<file path="src/reset_seq_pkg.sv">
package reset_seq_pkg;

    // Register byte offsets on the Avalon-MM slave.
    localparam logic [4:0] WAKE_TEST_OFF     = 5'h00;
    localparam logic [4:0] HW_CONFIG_OFF     = 5'h04;
    localparam logic [4:0] PWR_MGMT_OFF      = 5'h08;
    localparam logic [4:0] PHY_CONTROL_OFF   = 5'h0C;
    localparam logic [4:0] PHY_STATUS_OFF    = 5'h10;
    localparam logic [4:0] EEPROM_CMD_OFF    = 5'h14;
    localparam logic [4:0] STRAP_STATUS_OFF  = 5'h18;

    // Field positions.
    localparam int unsigned SOFT_RESET_BIT   = 0;
    localparam int unsigned READY_BIT        = 0;
    localparam int unsigned PHY_RESET_BIT    = 10;
    localparam int unsigned PM_MODE_LSB      = 12;
    localparam int unsigned PHY_REG_RST_BIT  = 15;
    localparam int unsigned LINK_STATUS_BIT  = 2;
    localparam int unsigned EEPROM_BUSY_BIT  = 31;

    // Arbitrary pattern returned by the wake test register.
    localparam logic [31:0] WAKE_TEST_VALUE  = 32'h8765_4321;
    localparam logic [31:0] RDATA_RESET      = 32'h0000_0000;
    localparam logic [1:0]  PM_MODE_ACTIVE   = 2'h0;
    localparam int unsigned STRAP_W          = 8;

    // Timing at a 200 MHz clock.
    localparam int unsigned CLK_KHZ          = 200000;
    localparam int unsigned HW_READY_TIME_MS = 22;
    localparam int unsigned SOFT_TIME_NS     = 2000;
    localparam int unsigned PHY_TIME_US      = 100;
    localparam int unsigned WAKE_TIME_MS     = 2;
    localparam int unsigned HW_READY_CYCLES  = HW_READY_TIME_MS * CLK_KHZ;
    localparam int unsigned SOFT_CYCLES      = (SOFT_TIME_NS * (CLK_KHZ / 1000)) / 1000;
    localparam int unsigned PHY_CYCLES       = PHY_TIME_US * (CLK_KHZ / 1000);
    localparam int unsigned WAKE_CYCLES      = WAKE_TIME_MS * CLK_KHZ;
    localparam int unsigned TIMER_W          = 32;
    localparam int unsigned NUM_TIMERS       = 4;

    // Timer slots.
    localparam int unsigned T_HW   = 0;
    localparam int unsigned T_SOFT = 1;
    localparam int unsigned T_PHY  = 2;
    localparam int unsigned T_WAKE = 3;

    typedef enum logic [2:0] {
        PM_ACTIVE = 3'b001,
        PM_SLEEP  = 3'b010,
        PM_WAKING = 3'b100
    } pm_state_e;

    typedef struct packed {
        logic pll;
        logic host_bus_port;
        logic soft_reset_preserved;
        logic mac_interface_layer;
        logic mac;
        logic phy;
    } domain_reset_s;

    localparam domain_reset_s DOMAIN_ALL = 6'h3F;

endpackage : reset_seq_pkg

</file>
<file path="src/seq_timer.sv">
`timescale 1ns/100ps
`default_nettype none
module seq_timer #(
    parameter int unsigned W = 32
) (
    input  wire logic         i_clk,
    input  wire logic         i_arst_n,
    input  wire logic         i_start,
    input  wire logic [W-1:0] i_len,
    output logic              o_busy,
    output logic              o_done
);
    logic [W-1:0] count_reg;

    // A restart while running reloads the full length.
    always_ff @(posedge i_clk or negedge i_arst_n) begin
        if (!i_arst_n) begin
            count_reg <= '0;
        end else if (i_start) begin
            count_reg <= i_len;
        end else if (count_reg != '0) begin
            count_reg <= count_reg - W'(1);
        end
    end

    assign o_busy = (count_reg != '0);
    assign o_done = (count_reg == W'(1));
endmodule : seq_timer
`default_nettype wire

</file>
<file path="src/ethernet_ctrl_reset_sequencer.sv">
// What this block does
// (RULE1) Four reset sources: pin, soft, two PHY.
// (RULE2) Hardware reset hits every domain, reloads, latches.
// (RULE3) Soft reset spares PLL, PHY, straps, preserved.
// (RULE4) Pin driven low starts hardware reset.
// (RULE5) Ready reads zero during hardware reset.
// (RULE6) Host configures only after ready seen.
// (RULE7) Pin pulled high, unconnected means running.
// (RULE8) Host holds pin low 30 ms.
// (RULE9) Unused pin needs soft reset after power-up.
// (RULE10) Config bit 0 soft reset, self-clears 2 us.
// (RULE11) No soft reset before ready after power-on.
// (RULE12) Ready about 22 ms after internal reset.
// (RULE13) Wake write sets ready within 2 ms.
// (RULE14) Power bit 10 resets PHY, clears 100 us.
// (RULE15) PHY control bit 15 resets PHY, self-clears.
// (RULE16) Probe EEPROM after power-up, hardware, soft reset.
// (RULE17) Host waits for EEPROM busy clear.
// (RULE18) Host waits for link status after PHY reset.
// (RULE19) Any wake write while sleeping restores full power.
// (RULE20) Host only reads while ready is clear.
// (RULE21) Self-clearing bits read one while busy.
//
// The placing of the registers and the Avalon-MM interface to the registers were chosen for this implementation.
`timescale 1ns/100ps
`default_nettype none
module ethernet_ctrl_reset_sequencer
    import reset_seq_pkg::*;
#(
    parameter int unsigned HW_READY_LEN = HW_READY_CYCLES,
    parameter int unsigned SOFT_LEN     = SOFT_CYCLES,
    parameter int unsigned PHY_LEN      = PHY_CYCLES,
    parameter int unsigned WAKE_LEN     = WAKE_CYCLES
) (
    input  wire logic               i_clk,
    input  wire logic               i_arst_n,
    input  wire logic               i_ext_reset_in_low,
    input  wire logic [STRAP_W-1:0] i_straps,
    input  wire logic               i_link_up,
    input  wire logic               i_eeprom_probe_done,
    input  wire logic [4:0]         i_address,
    input  wire logic               i_read,
    input  wire logic               i_write,
    input  wire logic [31:0]        i_writedata,
    input  wire logic [3:0]         i_byteenable,
    output logic [31:0]             o_readdata,
    output logic                    o_waitrequest,
    output domain_reset_s           o_domain_reset,
    output logic                    o_eeprom_reload,
    output logic                    o_ready
);
    function automatic logic hit(input logic [4:0] addr, input logic [4:0] off);
        hit = (addr[4:2] == off[4:2]);
    endfunction : hit

    logic                 ack_reg;
    logic                 wr_fire;
    logic                 rd_fire;
    logic                 por_pend_reg;
    logic                 pin_reg;
    logic                 hw_start;
    logic                 hw_active;
    logic                 soft_start;
    logic                 phy_start;
    logic                 wake_start;
    logic                 phy_bit_src_reg;
    logic                 phy_reg_src_reg;
    logic                 eeprom_busy_reg;
    logic                 ready_reg;
    logic                 sleep_req;
    logic [1:0]           pm_mode_reg;
    logic [STRAP_W-1:0]   strap_reg;
    logic [31:0]          rd_mux;
    domain_reset_s        domain_next;
    pm_state_e            pm_state_reg;
    logic [NUM_TIMERS-1:0] t_start;
    logic [NUM_TIMERS-1:0] t_busy;
    logic [NUM_TIMERS-1:0] t_done;
    logic [TIMER_W-1:0]   t_len [NUM_TIMERS];

    // One wait cycle per access; the answer stands at the edge where waitrequest is low.
    always_ff @(posedge i_clk or negedge i_arst_n) begin
        if (!i_arst_n) begin
            ack_reg <= 1'b0;
        end else begin
            ack_reg <= (i_read | i_write) & ~ack_reg;
        end
    end

    assign o_waitrequest = (i_read | i_write) & ~ack_reg;
    assign wr_fire       = i_write & ack_reg;
    assign rd_fire       = i_read & ack_reg;

    // The pad carries the pull-up, so a floating pin arrives here high and the device runs.
    always_ff @(posedge i_clk or negedge i_arst_n) begin // [RULE7]
        if (!i_arst_n) begin
            pin_reg      <= 1'b1;
            por_pend_reg <= 1'b1;
        end else begin
            pin_reg      <= i_ext_reset_in_low;
            por_pend_reg <= 1'b0;
        end
    end

    // The ready delay is reloaded while the pin is low and in the cycle after its release.
    // An old delay therefore cannot run out in the middle of a new pin reset.
    assign hw_start  = por_pend_reg | ~i_ext_reset_in_low | ~pin_reg; // [RULE1] [RULE4]
    assign hw_active = ~i_ext_reset_in_low | por_pend_reg | t_busy[T_HW]; // [RULE4]

    // Soft resets wait for ready; they are refused while hardware reset runs.
    assign soft_start = wr_fire & hit(i_address, HW_CONFIG_OFF) & i_byteenable[0]
                      & i_writedata[SOFT_RESET_BIT] & ~hw_active & ready_reg; // [RULE10] [RULE1]
    assign phy_start  = wr_fire & ~hw_active & ready_reg & i_byteenable[1]
                      & ((hit(i_address, PWR_MGMT_OFF) & i_writedata[PHY_RESET_BIT])
                      | (hit(i_address, PHY_CONTROL_OFF) & i_writedata[PHY_REG_RST_BIT])); // [RULE14] [RULE15]
    assign sleep_req  = wr_fire & hit(i_address, PWR_MGMT_OFF) & i_byteenable[1] & ready_reg
                      & (i_writedata[PM_MODE_LSB +: 2] != PM_MODE_ACTIVE) & ~hw_active;
    assign wake_start = wr_fire & hit(i_address, WAKE_TEST_OFF)
                      & (pm_state_reg == PM_SLEEP) & ~hw_active; // [RULE19]

    assign t_start = {wake_start, phy_start, soft_start, hw_start};
    assign t_len[T_HW]   = TIMER_W'(HW_READY_LEN);
    assign t_len[T_SOFT] = TIMER_W'(SOFT_LEN);
    assign t_len[T_PHY]  = TIMER_W'(PHY_LEN);
    assign t_len[T_WAKE] = TIMER_W'(WAKE_LEN);

    for (genvar g = 0; g < NUM_TIMERS; g++) begin : g_timer
        seq_timer #(
            .W (TIMER_W)
        ) u_timer (
            .i_clk    (i_clk),
            .i_arst_n (i_arst_n),
            .i_start  (t_start[g]),
            .i_len    (t_len[g]),
            .o_busy   (t_busy[g]),
            .o_done   (t_done[g])
        );
    end

    // Which PHY source is pending decides which bit reads back as one.
    always_ff @(posedge i_clk or negedge i_arst_n) begin
        if (!i_arst_n) begin
            phy_bit_src_reg <= 1'b0;
            phy_reg_src_reg <= 1'b0;
        end else if (hw_active) begin
            phy_bit_src_reg <= 1'b0;
            phy_reg_src_reg <= 1'b0;
        end else if (phy_start) begin
            // A new request beats the end of the old one, since the timer reloads.
            phy_bit_src_reg <= phy_bit_src_reg | hit(i_address, PWR_MGMT_OFF); // [RULE21]
            phy_reg_src_reg <= phy_reg_src_reg | hit(i_address, PHY_CONTROL_OFF); // [RULE21]
        end else if (t_done[T_PHY]) begin
            phy_bit_src_reg <= 1'b0;
            phy_reg_src_reg <= 1'b0;
        end
    end

    // Power state; hardware reset and a wake write clear the mode, soft reset leaves it.
    always_ff @(posedge i_clk or negedge i_arst_n) begin
        if (!i_arst_n) begin
            pm_state_reg <= PM_ACTIVE;
            pm_mode_reg  <= PM_MODE_ACTIVE;
        end else if (hw_active) begin
            pm_state_reg <= PM_ACTIVE;
            pm_mode_reg  <= PM_MODE_ACTIVE;
        end else begin
            case (pm_state_reg)
                PM_ACTIVE: begin
                    if (sleep_req) begin
                        pm_state_reg <= PM_SLEEP;
                        pm_mode_reg  <= i_writedata[PM_MODE_LSB +: 2];
                    end
                end
                PM_SLEEP: begin
                    if (wake_start) begin // [RULE19]
                        pm_state_reg <= PM_WAKING;
                        pm_mode_reg  <= PM_MODE_ACTIVE;
                    end
                end
                PM_WAKING: begin
                    if (t_done[T_WAKE]) begin // [RULE13]
                        pm_state_reg <= PM_ACTIVE;
                    end
                end
                default: begin
                    pm_state_reg <= PM_ACTIVE;
                end
            endcase
        end
    end

    // Ready falls for hardware reset and sleep, and rises after the timed delay.
    always_ff @(posedge i_clk or negedge i_arst_n) begin
        if (!i_arst_n) begin
            ready_reg <= 1'b0;
        end else if (hw_start || (hw_active && !t_done[T_HW])) begin
            ready_reg <= 1'b0; // [RULE5]
        end else if (t_done[T_HW] || (pm_state_reg == PM_WAKING && t_done[T_WAKE])) begin
            ready_reg <= 1'b1; // [RULE5] [RULE12] [RULE13]
        end else if (sleep_req) begin
            ready_reg <= 1'b0;
        end
    end

    // Straps are caught by a clocked edge at the end of every hardware reset only.
    always_ff @(posedge i_clk or negedge i_arst_n) begin
        if (!i_arst_n) begin
            strap_reg <= '0;
        end else if (t_done[T_HW]) begin
            strap_reg <= i_straps; // [RULE2]
        end
    end

    // The EEPROM probe is requested when a hardware or soft reset ends; new requests win.
    always_ff @(posedge i_clk or negedge i_arst_n) begin
        if (!i_arst_n) begin
            o_eeprom_reload <= 1'b0;
            eeprom_busy_reg <= 1'b1;
        end else begin
            o_eeprom_reload <= t_done[T_HW] | t_done[T_SOFT]; // [RULE16] [RULE2] [RULE3]
            if (t_done[T_HW] || t_done[T_SOFT] || hw_active) begin
                eeprom_busy_reg <= 1'b1; // [RULE16]
            end else if (i_eeprom_probe_done) begin
                eeprom_busy_reg <= 1'b0;
            end
        end
    end

    // Domain routing per reset source.
    always_comb begin
        domain_next                      = '0;
        domain_next.pll                  = hw_active; // [RULE2]
        domain_next.soft_reset_preserved = hw_active; // [RULE3]
        domain_next.host_bus_port        = hw_active | t_busy[T_SOFT]; // [RULE3]
        domain_next.mac_interface_layer  = hw_active | t_busy[T_SOFT]; // [RULE3]
        domain_next.mac                  = hw_active | t_busy[T_SOFT]; // [RULE3]
        domain_next.phy                  = hw_active | t_busy[T_PHY]; // [RULE14] [RULE15]
    end

    always_ff @(posedge i_clk or negedge i_arst_n) begin
        if (!i_arst_n) begin
            o_domain_reset <= DOMAIN_ALL;
        end else begin
            o_domain_reset <= domain_next;
        end
    end

    assign o_ready = ready_reg;

    // Read mux; unmapped words read as zero.
    always_comb begin
        rd_mux = '0;
        if (hit(i_address, WAKE_TEST_OFF)) begin
            rd_mux = WAKE_TEST_VALUE;
        end else if (hit(i_address, HW_CONFIG_OFF)) begin
            rd_mux[SOFT_RESET_BIT] = t_busy[T_SOFT]; // [RULE21] [RULE10]
        end else if (hit(i_address, PWR_MGMT_OFF)) begin
            rd_mux[READY_BIT]          = ready_reg;
            rd_mux[PHY_RESET_BIT]      = phy_bit_src_reg; // [RULE21] [RULE14]
            rd_mux[PM_MODE_LSB +: 2]   = pm_mode_reg;
        end else if (hit(i_address, PHY_CONTROL_OFF)) begin
            rd_mux[PHY_REG_RST_BIT]    = phy_reg_src_reg; // [RULE21] [RULE15]
        end else if (hit(i_address, PHY_STATUS_OFF)) begin
            rd_mux[LINK_STATUS_BIT]    = i_link_up & ~t_busy[T_PHY] & ~hw_active;
        end else if (hit(i_address, EEPROM_CMD_OFF)) begin
            rd_mux[EEPROM_BUSY_BIT]    = eeprom_busy_reg;
        end else if (hit(i_address, STRAP_STATUS_OFF)) begin
            rd_mux[STRAP_W-1:0]        = strap_reg;
        end
    end

    always_ff @(posedge i_clk or negedge i_arst_n) begin
        if (!i_arst_n) begin
            o_readdata <= RDATA_RESET;
        end else if (i_read && !ack_reg) begin
            o_readdata <= rd_mux;
        end
    end

    property p_ready_low_hw;
        @(posedge i_clk) disable iff (!i_arst_n)
        (hw_active && !t_done[T_HW]) |=> !o_ready;
    endproperty
    a_ready_low_hw: assert property (p_ready_low_hw) else $error("ready set in hw reset"); // [RULE5]

    property p_pin_starts;
        @(posedge i_clk) disable iff (!i_arst_n)
        !i_ext_reset_in_low |=> o_domain_reset == DOMAIN_ALL && !o_ready;
    endproperty
    a_pin_starts: assert property (p_pin_starts) else $error("pin low did not reset"); // [RULE4]

    property p_soft_len;
        @(posedge i_clk) disable iff (!i_arst_n)
        $rose(t_busy[T_SOFT]) |-> t_busy[T_SOFT] [*2] ##[1:400] !t_busy[T_SOFT];
    endproperty
    a_soft_len: assert property (p_soft_len) else $error("soft reset length wrong"); // [RULE10]

    property p_soft_spares;
        @(posedge i_clk) disable iff (!i_arst_n)
        (t_busy[T_SOFT] && !hw_active && !t_busy[T_PHY]) |=>
            o_domain_reset.mac && !o_domain_reset.pll && !o_domain_reset.phy
            && !o_domain_reset.soft_reset_preserved;
    endproperty
    a_soft_spares: assert property (p_soft_spares) else $error("soft reset routing wrong"); // [RULE3]

    property p_phy_only;
        @(posedge i_clk) disable iff (!i_arst_n)
        (t_busy[T_PHY] && !hw_active && !t_busy[T_SOFT]) |=>
            o_domain_reset.phy && !o_domain_reset.mac && !o_domain_reset.host_bus_port;
    endproperty
    a_phy_only: assert property (p_phy_only) else $error("phy reset routing wrong"); // [RULE14]

    property p_probe;
        @(posedge i_clk) disable iff (!i_arst_n)
        (t_done[T_HW] || t_done[T_SOFT]) |=> o_eeprom_reload && eeprom_busy_reg;
    endproperty
    a_probe: assert property (p_probe) else $error("eeprom probe missing"); // [RULE16]

    property p_wake;
        @(posedge i_clk) disable iff (!i_arst_n)
        wake_start |=> pm_state_reg == PM_WAKING && pm_mode_reg == PM_MODE_ACTIVE && !o_ready;
    endproperty
    a_wake: assert property (p_wake) else $error("wake write ignored"); // [RULE19]

    property p_wake_ready;
        @(posedge i_clk) disable iff (!i_arst_n)
        (pm_state_reg == PM_WAKING && t_done[T_WAKE] && !hw_active) |=> o_ready;
    endproperty
    a_wake_ready: assert property (p_wake_ready) else $error("ready late after wake"); // [RULE13]

    property p_readback;
        @(posedge i_clk) disable iff (!i_arst_n)
        (i_read && !ack_reg && hit(i_address, HW_CONFIG_OFF) && t_busy[T_SOFT])
            |=> o_readdata[SOFT_RESET_BIT];
    endproperty
    a_readback: assert property (p_readback) else $error("soft bit not read as one"); // [RULE21]

    c_hw_done:   cover property (@(posedge i_clk) disable iff (!i_arst_n) t_done[T_HW]);
    c_soft_done: cover property (@(posedge i_clk) disable iff (!i_arst_n) t_done[T_SOFT]);
    c_phy_done:  cover property (@(posedge i_clk) disable iff (!i_arst_n) t_done[T_PHY]);
    c_wake_done: cover property (@(posedge i_clk) disable iff (!i_arst_n)
                                 pm_state_reg == PM_WAKING && t_done[T_WAKE]);
endmodule : ethernet_ctrl_reset_sequencer
`default_nettype wire

</file>
<file path="config.mk">
export PLATFORM = sky130hd
export DESIGN_NAME = ethernet_ctrl_reset_sequencer
export DESIGN_NICKNAME = d
export VERILOG_FILES = /design/src/reset_seq_pkg.sv /design/src/seq_timer.sv /design/src/ethernet_ctrl_reset_sequencer.sv
export SDC_FILE = /design/constraint.sdc
export NUM_CORES = 1
export LEC_CHECK = 0
export CAP_MARGIN = 10
export CORE_ASPECT_RATIO = 2
export CORE_UTILIZATION = 45
export DETAILED_ROUTE_END_ITERATION = 16
export DONT_BUFFER_PORTS = 1
export MAX_ROUTING_LAYER = met4
export PLACE_DENSITY = 0.67
export SETUP_SLACK_MARGIN = 0.3
export SKIP_CTS_REPAIR_TIMING = 1
export SYNTH_ARGS = -nofsm -noshare
export SYNTH_HDL_FRONTEND = slang
export SYNTH_SLANG_ARGS = --single-unit
</file>
<file path="constraint.sdc">
create_clock -name i_clk -period 6 [get_ports i_clk]
set_input_delay 0.6 -clock i_clk [delete_from_list [all_inputs] [get_ports i_clk]]
set_output_delay 0.6 -clock i_clk [all_outputs]
set_load 0.005 [all_outputs]
</file>
==> out/qor.json <==
{
  "outcome": {
    "status": "complete, no violations"
  },
  "clocking": {
    "cts_tree": "done",
    "clock_transition_at_the_registers_of_the_reported_paths_ns": 0.07,
    "cts_root_buf": "sky130_fd_sc_hd__clkbuf_16",
    "ctsLongestPathBuffers": 2,
    "worstSkewPairLatency_ns": 0.44,
    "htreeDepth": 4,
    "total_clock_buffers_created_by_cts": 17,
    "numClockSinks": 166
  },
  "power_and_ir_drop": {
    "peakVddDrop_mv": 0.169,
    "static-leakage-power_nw": 3.23,
    "cellPowerDensity_nw_per_um2": 259
  },
  "setup_path": {
    "end_kind": "register",
    "setup.worst_path.start_class": "register",
    "cp.required_ns": 6.28,
    "cp_cell_sequence": "or4_1 -> or4_1 -> nor4_4 -> and4_1 -> inv_2 -> nor3_4 -> nor2_1",
    "path_buf_inv": 1,
    "cpMaxStageDelayCell": "sky130_fd_sc_hd__nor3_4",
    "critical-path-top-cell-by-count": "sky130_fd_sc_hd__or4_1",
    "critPathMaxStageDelay_ns": 0.90,
    "critical_path_arrival_ns": 4.23,
    "critical_path_class": "reg2reg",
    "critical_path.top_delay_family": "simple AND/OR/NAND/NOR gates",
    "critical_path.max_fanout": 27
  },
  "placed_design": {
    "dp_hpwl_mm": 12.7,
    "dp_cells": 1124,
    "place.port_buffers": 0,
    "gp_congestion": 0.869
  },
  "logic_synthesis": {
    "postSynth.topFlopCell": "sky130_fd_sc_hd__dfrtp_1",
    "yosys_register_bits": 166,
    "synthArstFlopShare": 1.00,
    "synth_top_cell_by_area": "sky130_fd_sc_hd__dfrtp_1",
    "synth.distinct_cells": 59,
    "synth_enable_flop_cells": 0,
    "post_synth_main_area_contributors": "sky130_fd_sc_hd__dfrtp_1 (47%), sky130_fd_sc_hd__nor2_1 (6.6%), sky130_fd_sc_hd__xnor2_1 (5.6%)",
    "synth_seq_area_share": 0.487,
    "syn_area_per_cell_um2": 9.44,
    "postSynthCellCount": 906,
    "post_synth_instance_area_um2": 8550,
    "post-synth-top-area-fraction": 0.465,
    "ys.warnings.count": 0
  },
  "timing": {
    "setup_violations": 0,
    "max_freq_ghz": 0.253,
    "number_of_endpoints_with_negative_hold_slack_in_the_final_report": 0,
    "max_slew.worst_pin.slew_ns": 1.17,
    "totalNegativeSetupSlack_ns": 0,
    "final.min_clock_period_ns": 3.95,
    "fin_crit_sh": 0.658,
    "fin_skew_ns": 0.00898,
    "slew_headroom": 0.213,
    "rsz0062_at_grt": "false",
    "drv_slew": 0
  },
  "routing": {
    "avgRoutedWirePerCell_um": 16.2,
    "drt_pass1_iterations": 6,
    "route.final.wire_length_mm": 18.8,
    "route.antenna.remaining_nets": 0,
    "route.detailed.drc": 0,
    "detail_route.iter0.violations": 275,
    "avgViaCountPerCell": 5.58,
    "routed-via-count": 6482
  },
  "layout": {
    "final_cell_count_no_fill": 1161,
    "max_ffs_per_register": 128,
    "drive_gt1_frac": 0.0773,
    "flow.area_growth_from_synthesis_pct": 9.36,
    "final_net_count": 960
  },
  "global_routing": {
    "grt_max_degree": 167,
    "wire_length_of_the_first_global_routing_pass_mm": 31.0,
    "global_route.overflow_total": 0,
    "number_of_global_route_vias_before_repair": 6475,
    "track_usage": 0.206,
    "antenna_violations_before_repair": 1
  },
  "min_path": {
    "min_path_type": "in2async"
  },
  "die": {
    "dieArea_um2": 19600,
    "die_w_um": 99.5,
    "die_h_um": 197,
    "core-area_um2": 18700,
    "initial_utilization": 0.456,
    "placement_rows": 71,
    "boundaryPins": 97
  },
  "job": {
    "timing.max_cap.violations": 0
  }
}
## path summary, 6_finish.rpt
kind / startpoint / end / slack [ns] / cells past startpoint
max: g_timer[0].u_timer.count_reg[16] / g_timer[2].u_timer.count_reg[23] / 2.05 / 7
min: i_arst_n / g_timer[0].u_timer.count_reg[18] / 0.09 / 1
max reg2reg: g_timer[0].u_timer.count_reg[16] / g_timer[2].u_timer.count_reg[23] / 2.05 / 7
min reg2reg: strap_reg[4] / o_readdata[4] / 0.49 / 1
max in group asynchronous: i_arst_n / o_domain_reset[0] / 5.15 / 1
min in group i_clk: i_ext_reset_in_low / pin_reg / 0.16 / 0
## per-stage QoR
step	setup WS [ns]	instance area [µm²]	power, mW	hold WS (ns)	util
final	2.05	9350	2.42	0.0864	0.499
after floorplan	3.00	8590	1.22	0.304	-
after global placement	2.06	8650	1.22	0.311	0.462
after detailed placement	2.00	8650	1.22	0.311	0.462
after global routing	1.78	9350	2.50	0.149	0.499
after CTS	2.01	9290	2.42	-0.150	0.496
## layout make-up
class	instances	area [µm²]
Antenna cell	1	2.50
Clock buffer	17	425
Clock inverter	15	216
Fill cell	1750	9390
Inverter	16	60.1
Multi-Input combinational cell	683	4080
Sequential cell	166	4160
Tap cell	255	319
Timing Repair Buffer	8	87.6
## per-layer routing
metal | global-route usage | part of all wire | vias up
met1 | 0.221 | 0.39 | 3205
met2 | 0.364 | 0.54 | 128
met4 | 0.0948 | 0.032 | 0
met5 | - | 0 | -
li1 | - | - | 3107
met3 | 0.0358 | 0.038 | 42
## cell usage in the layout, fill, tap and decap left out, types with 4 or more instances in the layout
cell,instances
sky130_fd_sc_hd__nand3b_1,6
sky130_fd_sc_hd__clkbuf_16,17
sky130_fd_sc_hd__dfrtp_1,159
sky130_fd_sc_hd__conb_1,10
sky130_fd_sc_hd__mux2_2,9
sky130_fd_sc_hd__nand2_1,73
sky130_fd_sc_hd__inv_1,15
sky130_fd_sc_hd__nand2b_1,8
sky130_fd_sc_hd__o21ai_0,19
sky130_fd_sc_hd__nor2_1,151
sky130_fd_sc_hd__nor4b_1,4
sky130_fd_sc_hd__xor2_1,43
sky130_fd_sc_hd__o31ai_1,5
sky130_fd_sc_hd__or3_1,19
sky130_fd_sc_hd__o211ai_1,5
sky130_fd_sc_hd__xnor2_1,55
sky130_fd_sc_hd__and4_1,5
sky130_fd_sc_hd__nor3b_1,4
sky130_fd_sc_hd__a22o_1,6
sky130_fd_sc_hd__nor4_1,37
sky130_fd_sc_hd__nor3_1,46
sky130_fd_sc_hd__bufinv_16,4
sky130_fd_sc_hd__a21oi_1,35
sky130_fd_sc_hd__buf_4,4
sky130_fd_sc_hd__nand3_1,33
sky130_fd_sc_hd__nor2b_1,6
sky130_fd_sc_hd__inv_6,4
sky130_fd_sc_hd__and3_1,6
sky130_fd_sc_hd__ha_1,12
sky130_fd_sc_hd__or4_1,19
sky130_fd_sc_hd__or2_2,8
sky130_fd_sc_hd__dfstp_2,7
sky130_fd_sc_hd__nand4_1,18
## logic make-up after synthesis
| kind of cell | synth area share |
|---|---|
| adders and majority gates | 0.0176 |
| xor gates and xnor gates | 0.100 |
| muxes | 0.0119 |
| other | 0.000438 |
| AOI/OAI and AO/OA | 0.0689 |
| and+or+nand+nor | 0.274 |
| DFF | 0.487 |
| buffers and inverters | 0.0402 |
## cell usage after synthesis, types with 7 or more instances
master and n:
sky130_fd_sc_hd__or2_2 8, sky130_fd_sc_hd__dfstp_2 7, sky130_fd_sc_hd__nand2b_1 8, sky130_fd_sc_hd__nor4_1 37, sky130_fd_sc_hd__buf_2 8, sky130_fd_sc_hd__buf_4 23
sky130_fd_sc_hd__o21ai_0 19, sky130_fd_sc_hd__dfrtp_1 159, sky130_fd_sc_hd__clkbuf_1 17, sky130_fd_sc_hd__or3_1 19, sky130_fd_sc_hd__xor2_1 43, sky130_fd_sc_hd__nor2_1 151
sky130_fd_sc_hd__nand4_1 18, sky130_fd_sc_hd__nand2_1 73, sky130_fd_sc_hd__xnor2_1 55, sky130_fd_sc_hd__nand3_1 33, sky130_fd_sc_hd__nor3_1 46, sky130_fd_sc_hd__inv_1 15
sky130_fd_sc_hd__a21oi_1 35, sky130_fd_sc_hd__or4_1 19, sky130_fd_sc_hd__mux2_2 9, sky130_fd_sc_hd__ha_1 12
## report_power, final
part | internal [mW] | leakage (nW) | switching (mW)
Combinational | 0.0219 | 1.13 | 0.0519
Sequential | 1.13 | 1.79 | 0.0146
Clock | 0.709 | 0.313 | 0.494
Total | 1.86 | 3.23 | 0.561
## worst reg2reg max path, cell delays in order, from the launching register on
cell	delay, ns
sky130_fd_sc_hd__dfrtp_1	0.43
sky130_fd_sc_hd__or4_1	0.65
sky130_fd_sc_hd__or4_1	0.59
sky130_fd_sc_hd__nor4_4	0.34
sky130_fd_sc_hd__and4_1	0.50
sky130_fd_sc_hd__inv_2	0.25
sky130_fd_sc_hd__nor3_4	0.90
sky130_fd_sc_hd__nor2_1	0.13
Power figures use the tool's default switching activity.
